<file path="config.mk">
export PLATFORM = sky130hd
export DESIGN_NAME = pst_secondary_timebase
export DESIGN_NICKNAME = d
export VERILOG_FILES = /design/src/include/pst_pkg.sv /design/src/include/pst_tb_if.sv /design/src/rtl/pst_timebase.sv /design/src/rtl/pst_secondary_timebase.sv
export SDC_FILE = /design/constraint.sdc
export NUM_CORES = 1
export LEC_CHECK = 0
export ABC_AREA = 1
export BUFFER_PORTS_ARGS = -buffer_cell sky130_fd_sc_hd__clkbuf_2
export CAP_MARGIN = 15
export CORE_MARGIN = 2
export CORE_UTILIZATION = 40
export DETAILED_ROUTE_END_ITERATION = 6
export PLACE_DENSITY_LB_ADDON = 0.15
export SLEW_MARGIN = 30
export SYNTH_ARGS = -nofsm -noshare
export SYNTH_HDL_FRONTEND = slang
export SYNTH_SLANG_ARGS = --single-unit
</file>
<file path="constraint.sdc">
create_clock -name clk -period 5.25 [get_ports clk]
set_clock_uncertainty 0.05 [all_clocks]
set_input_delay 0.2625 -clock clk [delete_from_list [all_inputs] [get_ports clk]]
set_output_delay 0.2625 -clock clk [all_outputs]
set_load 0.005 [all_outputs]
</file>
<file path="src/include/pst_pkg.sv">
// constants, register map and types for the secondary time base block
package pst_pkg;
   // ==========================================================
   // clock
   localparam int unsigned CLK_HZ         = 20_000_000;
   localparam int unsigned CLK_PERIOD_NS  = 1_000_000_000 / CLK_HZ;

   // ==========================================================
   // register bus
   localparam int          ADDR_W         = 8;
   localparam int          DATA_W         = 32;
   localparam logic [7:0]  OFS_PERIOD     = 8'h00;
   localparam logic [7:0]  OFS_COMPARE    = 8'h04;
   localparam logic [7:0]  OFS_IO_CONTROL = 8'h08;
   localparam logic [7:0]  OFS_TB_CONTROL = 8'h0C;
   localparam logic [7:0]  OFS_UNLOCK_KEY = 8'h10;
   localparam logic [7:0]  OFS_IRQ_STATUS = 8'h14;
   localparam logic [7:0]  OFS_IRQ_MASK   = 8'h18;
   localparam logic [7:0]  OFS_COUNT      = 8'h1C;

   // ==========================================================
   // time base
   localparam int          TB_W           = 16;
   localparam int          PRE_W          = 3;
   localparam int          PRE_CNT_W      = 7;
   localparam logic [15:0] PERIOD_RST     = 16'h4020;
   localparam logic [15:0] PERIOD_MIN     = 16'h0008;
   localparam logic [15:0] COMPARE_RST    = 16'h0000;
   localparam logic [7:0]  PRE_ONE        = 8'h01;
   localparam logic [15:0] CNT_ONE        = 16'h0001;
   localparam logic [15:0] CNT_ZERO       = 16'h0000;

   // ==========================================================
   // time base control layout
   localparam int          TBC_ENABLE_BIT = 15;
   localparam int          TBC_PRE_LSB    = 4;
   localparam logic [31:0] TBC_RST        = 32'h0000_0000;

   // ==========================================================
   // generator io control layout
   localparam logic [31:0] IOCTL_RST      = 32'h0070_0000;
   localparam logic [31:0] IOCTL_MASK     = 32'h3F7F_FFFF;

   // ==========================================================
   // unlock keys
   localparam logic [15:0] KEY_FIRST      = 16'hABCD;
   localparam logic [15:0] KEY_SECOND     = 16'h4321;

   // ==========================================================
   // interrupt sources
   localparam int          IRQ_W          = 2;
   localparam int          IRQ_EVENT      = 0;
   localparam int          IRQ_WRAP       = 1;
   localparam logic [1:0]  IRQ_RST        = 2'h0;

   typedef enum logic [1:0] {
      PST_LOCKED = 2'b00,
      PST_KEY1   = 2'b01,
      PST_OPEN   = 2'b10
   } pst_lock_e;
endpackage

</file>
<file path="src/include/pst_tb_if.sv">
// link between the register side and the time base counter
`timescale 1ns/1ns
interface pst_tb_if;
   logic        enable;
   logic [2:0]  prescale;
   logic [15:0] period;
   logic [15:0] compare;
   logic [15:0] count;
   logic        event_hit;
   logic        wrap;

   modport ctrl (output enable, prescale, period, compare,
                 input  count, event_hit, wrap);
   modport core (input  enable, prescale, period, compare,
                 output count, event_hit, wrap);
endinterface

</file>
<file path="src/rtl/pst_timebase.sv">
// secondary time base: prescaler, period counter and compare match
`timescale 1ns/1ns
module pst_timebase (
   input wire logic clk,      // system clock
   input wire logic reset,    // async reset, active high
   pst_tb_if.core   tb        // control in, count and strobes out
);
   // ==========================================================
   // prescaler and counter
   logic [6:0]  pre_cnt;
   logic [6:0]  next_pre_cnt;
   logic [6:0]  pre_top;
   logic [15:0] cnt;
   logic [15:0] next_cnt;
   logic [15:0] eff_period;
   logic [15:0] last_cnt;
   logic        tick;
   logic        at_end;

   always_comb begin
      // short periods are stretched, never honoured
      eff_period = (tb.period < pst_pkg::PERIOD_MIN) ?
                   pst_pkg::PERIOD_MIN : tb.period;
      last_cnt   = eff_period - pst_pkg::CNT_ONE;
      // ratio 1:1 makes one count per system clock
      pre_top    = 7'((pst_pkg::PRE_ONE << tb.prescale) -
                      pst_pkg::PRE_ONE);
      // >= also recovers when the ratio is lowered mid-count
      tick       = tb.enable && (pre_cnt >= pre_top);
      // >= so a period shrunk mid-cycle wraps at once
      at_end     = cnt >= last_cnt;
      next_pre_cnt = '0;
      next_cnt     = pst_pkg::CNT_ZERO;
      if (tb.enable) begin
         next_pre_cnt = tick ? '0 : pre_cnt + 7'h01;
         next_cnt     = cnt;
         if (tick) begin
            next_cnt = at_end ? pst_pkg::CNT_ZERO
                              : cnt + pst_pkg::CNT_ONE;
         end
      end
   end

   always_ff @(posedge clk or posedge reset) begin
      if (reset) begin
         pre_cnt <= '0;
         cnt     <= 16'h0000;
      end else begin
         pre_cnt <= next_pre_cnt;
         cnt     <= next_cnt;
      end
   end

   assign tb.count     = cnt;
   assign tb.wrap      = tick && at_end;
   assign tb.event_hit = tick && (cnt == tb.compare);
endmodule

</file>
<file path="src/rtl/pst_secondary_timebase.sv">
// secondary time base top: register file, unlock, trigger and interrupt
// How it works
// - 16-bit period value sets cycle length
// - finest period step is one system clock
// - period below eight runs as eight
// - frequency is clock over period times prescale
// - period and compare upper halves read zero, ignore writes
// - compare value read/write, zero after reset
// - special-event trigger starts converter, time-aligned
// - trigger placed anywhere within the period
//
// Local design decisions: the plain strobed port and the register addresses.
`timescale 1ns/1ns
module pst_secondary_timebase (
   input  wire logic        clk,         // system clock, 20 MHz
   input  wire logic        reset,       // async reset, active high
   input  wire logic [7:0]  bus_addr,    // register byte address
   input  wire logic [31:0] bus_wdata,   // write data
   input  wire logic        bus_write,   // write strobe
   input  wire logic        bus_read,    // read strobe
   output logic      [31:0] bus_rdata,   // read data, cycle after read
   input  wire logic        config_lock, // lock pin, high = keys needed
   output logic             adc_trigger, // start of conversion pulse
   output logic             irq,         // level interrupt
   output logic [31:0]      io_control   // generator io fields
);
   // ==========================================================
   // lock pin synchroniser
   logic lock_meta;
   logic lock_sync;

   always_ff @(posedge clk or posedge reset) begin
      if (reset) begin
         lock_meta <= 1'b1;
         lock_sync <= 1'b1;
      end else begin
         lock_meta <= config_lock;
         lock_sync <= lock_meta;
      end
   end

   // ==========================================================
   // address decode
   logic wr_period;
   logic wr_compare;
   logic wr_ioctl;
   logic wr_tbc;
   logic wr_key;
   logic wr_status;
   logic wr_mask;
   logic any_access;

   always_comb begin
      wr_period  = bus_write && (bus_addr == pst_pkg::OFS_PERIOD);
      wr_compare = bus_write && (bus_addr == pst_pkg::OFS_COMPARE);
      wr_ioctl   = bus_write && (bus_addr == pst_pkg::OFS_IO_CONTROL);
      wr_tbc     = bus_write && (bus_addr == pst_pkg::OFS_TB_CONTROL);
      wr_key     = bus_write && (bus_addr == pst_pkg::OFS_UNLOCK_KEY);
      wr_status  = bus_write && (bus_addr == pst_pkg::OFS_IRQ_STATUS);
      wr_mask    = bus_write && (bus_addr == pst_pkg::OFS_IRQ_MASK);
      any_access = bus_write || bus_read;
   end

   // ==========================================================
   // unlock sequence
   pst_pkg::pst_lock_e lock_state;
   pst_pkg::pst_lock_e next_lock_state;
   logic               ioctl_open;

   always_comb begin
      // every access, reads included, breaks a sequence in progress
      next_lock_state = lock_state;
      if (any_access) begin
         case (lock_state)
            pst_pkg::PST_LOCKED: begin
               next_lock_state = (wr_key &&
                  bus_wdata[15:0] == pst_pkg::KEY_FIRST) ?
                  pst_pkg::PST_KEY1 : pst_pkg::PST_LOCKED;
            end
            pst_pkg::PST_KEY1: begin
               next_lock_state = (wr_key &&
                  bus_wdata[15:0] == pst_pkg::KEY_SECOND) ?
                  pst_pkg::PST_OPEN : pst_pkg::PST_LOCKED;
            end
            pst_pkg::PST_OPEN: begin
               next_lock_state = (wr_key &&
                  bus_wdata[15:0] == pst_pkg::KEY_FIRST) ?
                  pst_pkg::PST_KEY1 : pst_pkg::PST_LOCKED;
            end
            default: begin
               next_lock_state = pst_pkg::PST_LOCKED;
            end
         endcase
      end
      ioctl_open = !lock_sync || (lock_state == pst_pkg::PST_OPEN);
   end

   always_ff @(posedge clk or posedge reset) begin
      if (reset) begin
         lock_state <= pst_pkg::PST_LOCKED;
      end else begin
         lock_state <= next_lock_state;
      end
   end

   // ==========================================================
   // configuration registers
   logic [15:0] period;
   logic [15:0] compare;
   logic [31:0] tb_control;
   logic [15:0] next_period;
   logic [15:0] next_compare;
   logic [31:0] next_tb_control;
   logic [31:0] next_io_control;
   logic [31:0] tbc_mask;

   always_comb begin
      tbc_mask = (32'h0000_0001 << pst_pkg::TBC_ENABLE_BIT) |
                 (32'h0000_0007 << pst_pkg::TBC_PRE_LSB);
      next_period     = period;
      next_compare    = compare;
      next_tb_control = tb_control;
      next_io_control = io_control;
      // period and compare upper halves are simply not stored
      if (wr_period) begin
         next_period = bus_wdata[15:0];
      end
      if (wr_compare) begin
         next_compare = bus_wdata[15:0];
      end
      if (wr_tbc) begin
         next_tb_control = bus_wdata & tbc_mask;
      end
      // a locked write is dropped silently, as on the real pins
      if (wr_ioctl && ioctl_open) begin
         next_io_control = bus_wdata & pst_pkg::IOCTL_MASK;
      end
   end

   always_ff @(posedge clk or posedge reset) begin
      if (reset) begin
         period     <= pst_pkg::PERIOD_RST;
         compare    <= pst_pkg::COMPARE_RST;
         tb_control <= pst_pkg::TBC_RST;
         io_control <= pst_pkg::IOCTL_RST;
      end else begin
         period     <= next_period;
         compare    <= next_compare;
         tb_control <= next_tb_control;
         io_control <= next_io_control;
      end
   end

   // ==========================================================
   // time base
   pst_tb_if tb ();

   assign tb.enable   = tb_control[pst_pkg::TBC_ENABLE_BIT];
   assign tb.prescale = tb_control[pst_pkg::TBC_PRE_LSB +: 3];
   assign tb.period   = period;
   assign tb.compare  = compare;

   pst_timebase u_timebase (
      .clk   (clk),
      .reset (reset),
      .tb    (tb)
   );

   // ==========================================================
   // trigger and interrupt
   logic [1:0] irq_status;
   logic [1:0] irq_mask;
   logic [1:0] next_irq_status;
   logic [1:0] next_irq_mask;
   logic [1:0] irq_events;
   logic       next_trigger;

   always_comb begin
      next_trigger = tb.event_hit;
      irq_events   = {tb.wrap, tb.event_hit};
      next_irq_mask = irq_mask;
      if (wr_mask) begin
         next_irq_mask = bus_wdata[1:0];
      end
      // set wins over a clear in the same cycle
      next_irq_status = irq_status;
      if (wr_status) begin
         next_irq_status = irq_status & ~bus_wdata[1:0];
      end
      next_irq_status = next_irq_status | irq_events;
   end

   always_ff @(posedge clk or posedge reset) begin
      if (reset) begin
         adc_trigger <= 1'b0;
         irq_status  <= pst_pkg::IRQ_RST;
         irq_mask    <= pst_pkg::IRQ_RST;
      end else begin
         adc_trigger <= next_trigger;
         irq_status  <= next_irq_status;
         irq_mask    <= next_irq_mask;
      end
   end

   assign irq = |(irq_status & irq_mask);

   // ==========================================================
   // read port
   logic [31:0] next_rdata;

   always_comb begin
      // data stand one cycle only; zero otherwise and when unmapped
      next_rdata = 32'h0000_0000;
      if (bus_read) begin
         case (bus_addr)
            pst_pkg::OFS_PERIOD:     next_rdata = {16'h0000, period};
            pst_pkg::OFS_COMPARE:    next_rdata = {16'h0000, compare};
            pst_pkg::OFS_IO_CONTROL: next_rdata = io_control;
            pst_pkg::OFS_TB_CONTROL: next_rdata = tb_control;
            pst_pkg::OFS_IRQ_STATUS: next_rdata = {30'h0, irq_status};
            pst_pkg::OFS_IRQ_MASK:   next_rdata = {30'h0, irq_mask};
            pst_pkg::OFS_COUNT:      next_rdata = {16'h0000, tb.count};
            default:                 next_rdata = 32'h0000_0000;
         endcase
      end
   end

   always_ff @(posedge clk or posedge reset) begin
      if (reset) begin
         bus_rdata <= 32'h0000_0000;
      end else begin
         bus_rdata <= next_rdata;
      end
   end
endmodule

</file>
==> flow_summary.ini <==
[timing]
finalCriticalPeriod_ps = 3720
setup_viol_count_final = 0
setup_tns_ps = 0
fmax_ghz = 0.2688
relSlewSlack_pct = 47.00
drv_slew = 0
hold_violations = 0
period_share_pct = 70.86
worst_pin_slew_ps = 786.7
worst_hold_slack_ps = 11.17
rsz0062_at_grt = false

[final_layout]
final_util_pct = 48.56
synthToLayoutAreaGrowth_pct = 18.81
final_nets = 1092
num-fill-cells = 1745
diodes = 0
drive_above_1_share_pct = 17.02

[clocking]
cts_made_buffers = 17
cts_tree = yes
clkTransAtPathRegs_ps = 70
cts_sinks = 126
cts-root-buf = clkbuf_16
cts_buffer_depth = 2
cts_resized = 0
insertion_delay_ps = 430
post-cts-setup-buffers = 0
h-tree-depth = 4

[floorplan]
pin_count = 111
fp.dieW_um = 136.7
die_y_um = 136.7
core_um2 = 17240
num_rows = 48
die_area_um2 = 18690
initial_core_util_pct = 40.87

[synth]
synth_top_area_share_pct = 42.27
ys_seq_area_share_pct = 44.88
synth_top_area_cell = dfrtp_1
synth.avg_cell_area_um2 = 7.724
syn_inst = 912
synth_edf_count = 0
synth-async-reset-ratio_pct = 100.0
ys.flop_type = dfrtp_1
synthTopCellsByArea = dfrtp_1, nand2_1, inv_1, o21ai_0, nor2_1
synth_area_um2 = 7044
ys_types = 42
synthTopCellsByCount = nand2_1, dfrtp_1, inv_1
ys_ff_latch = 126
post-synth-top-count-cell = nand2_1
yosys_warnings = 0

[route]
post_drt_wl_per_cell_um = 15.54
vias = 6220
firstDrtPassIters = 7
drtIter0Drc = 450
routed_wl_um = 19560
antenna_left = 0
vias_per_cell = 4.940
drc = 0

[worst_setup_path]
r2r_end = u_timebase.tb.count[2]$_DFFE_PP0P_
reg2reg_depth = 19
crit_buf_inv = 1
crit_chain = nor2_1, nand2_1, nor2_4, nand2_8, nand2_1, ha_1, inv_1, nor2_1, nand4_1, nor2_2, nand2_1, nand2_1, nand2_1, ha_1, nand2_1, o21ai_0, a21oi_1, nand3_1, o21ai_0
cpMostUsedCell = nand2_1
cp.arrival_ps = 4000
r2r_start = period[8]$_DFFE_PP0P_
cp_max_fo = 14
critPathLaunchType = flop
criticalPathCategory = reg -> reg
slowest_delay_ps = 480
regToRegSetupSlack_ps = 1530
crit_path_end_kind = flop
critPathTopFamily = simple AND/OR/NAND/NOR gates
crit_required_ps = 5530
critical-path-slowest-cell = nand3_1

[run]
drv_cap = 0

[global_routing]
grt_max_degree = 59
grt_first_pass_wirelength_um = 31150
overflow = 0
grt_pass1_vias = 5827
antenna_found_initial = 0
track_usage_pct = 22.10

[power]
p_per_area_nw_per_um2 = 298.1
peakVddDrop_uv = 242.3
finalPower_w = 0.002495
p_leak_nw = 4.111

[min_path]
hold-path-endpoint = io_control[27]$_DFFE_PP0P_
whs_path_depth = 3
hp-class = in -> reg
hp-start = bus_wdata[27]

[placement]
port_buffers = 101
dp_hpwl_um = 14550
finalWeightedCongestion = 0.8876

[outcome]
status = finished clean
## worst max path at each step
stage                                         end  cells past startpoint             startpoint
2_1_floorplan               adc_trigger$_DFF_PP0_                      1                  reset
3_3_place_gp              irq_status[1]$_DFF_PP0_                     20  period[6]$_DFFE_PP0P_
3_5_place_dp              irq_status[1]$_DFF_PP0_                     20  period[8]$_DFFE_PP0P_
4_1_cts        u_timebase.tb.count[2]$_DFFE_PP0P_                     19  period[8]$_DFFE_PP0P_
5_1_grt                   irq_status[1]$_DFF_PP0_                     20  period[8]$_DFFE_PP0P_
6_report       u_timebase.tb.count[2]$_DFFE_PP0P_                     19  period[8]$_DFFE_PP0P_
## cell type report
type	count	area, µm²	share of cell area (%)
multi-input cells	640	3256	38.90
flip-flops and latches	126	3162	37.78
repair buffers	116	648.1	7.744
inverters	120	452.9	5.412
clock buffers	17	425.4	5.083
well taps	225	281.5	3.364
clock inverters	15	143.9	1.719
## report_power, final
part | switching [W] | total, W | internal (W)
clock | 0.000515 | 0.00114 | 0.000630
sequential | 0.0000280 | 0.00102 | 0.000995
combinational | 0.000209 | 0.000327 | 0.000119
## sequential cells by signal, indices dropped and copies added (netlist names)
| name | count |
|---|---|
| bus_rdata | 29 |
| io_control | 29 |
| compare | 16 |
| period | 16 |
| u_timebase.tb.count | 16 |
| u_timebase.pre_cnt | 7 |
| tb_control | 4 |
| irq_mask | 2 |
| irq_status | 2 |
| lock_state | 2 |
| adc_trigger | 1 |
| lock_meta | 1 |
| lock_sync | 1 |
## timing repair
item	in CTS	in global routing
hold endpoints to repair	41	0
hold buffers	12	0
setup endpoints to repair	0	0
## logic make-up after synthesis
family	synth area share, %
AOI/OAI and AO/OA	9.840
xor gates and xnor gates	2.238
adders and majority gates	4.618
buffers and inverters	9.165
DFF	44.88
other	0.05323
and+or+nand+nor	29.20
## cell usage in the layout, fill, tap and decap left out, drive strengths merged, types with 10 or more instances in the layout
cell,Yosys,layout
o21ai,103,103
a21oi,12,12
nand4,28,28
inv,120,132
nor2,106,106
nand2,266,266
nor3,16,16
xor2,10,10
clkbuf,7,118
dlygate4sd3,0,12
nand3,36,36
dfrtp,119,119
ha,26,26
## tightest hold or removal path, stage by stage
cell      delay (ps)
clkbuf_2          80
inv_1             40
o21ai_0           70
## metal layers
| layer | track usage [%] | wire length, µm |
|---|---|---|
| met5 | 0 | 0 |
| met4 | 8.565 | 490 |
| met3 | 4.333 | 753 |
| met2 | 34.00 | 9169 |
| met1 | 30.68 | 9148 |
## metrics by stage
stage,instances,setup slack (ps),area (µm²)
2_1_floorplan,917,1593,7063
3_3_place_gp,1215,1652,7680
3_5_place_dp,1215,1575,7680
4_1_cts,1259,1568,8369
5_1_grt,1259,1227,8369
6_report,1259,1530,8369
Power figures use the tool's default switching activity.
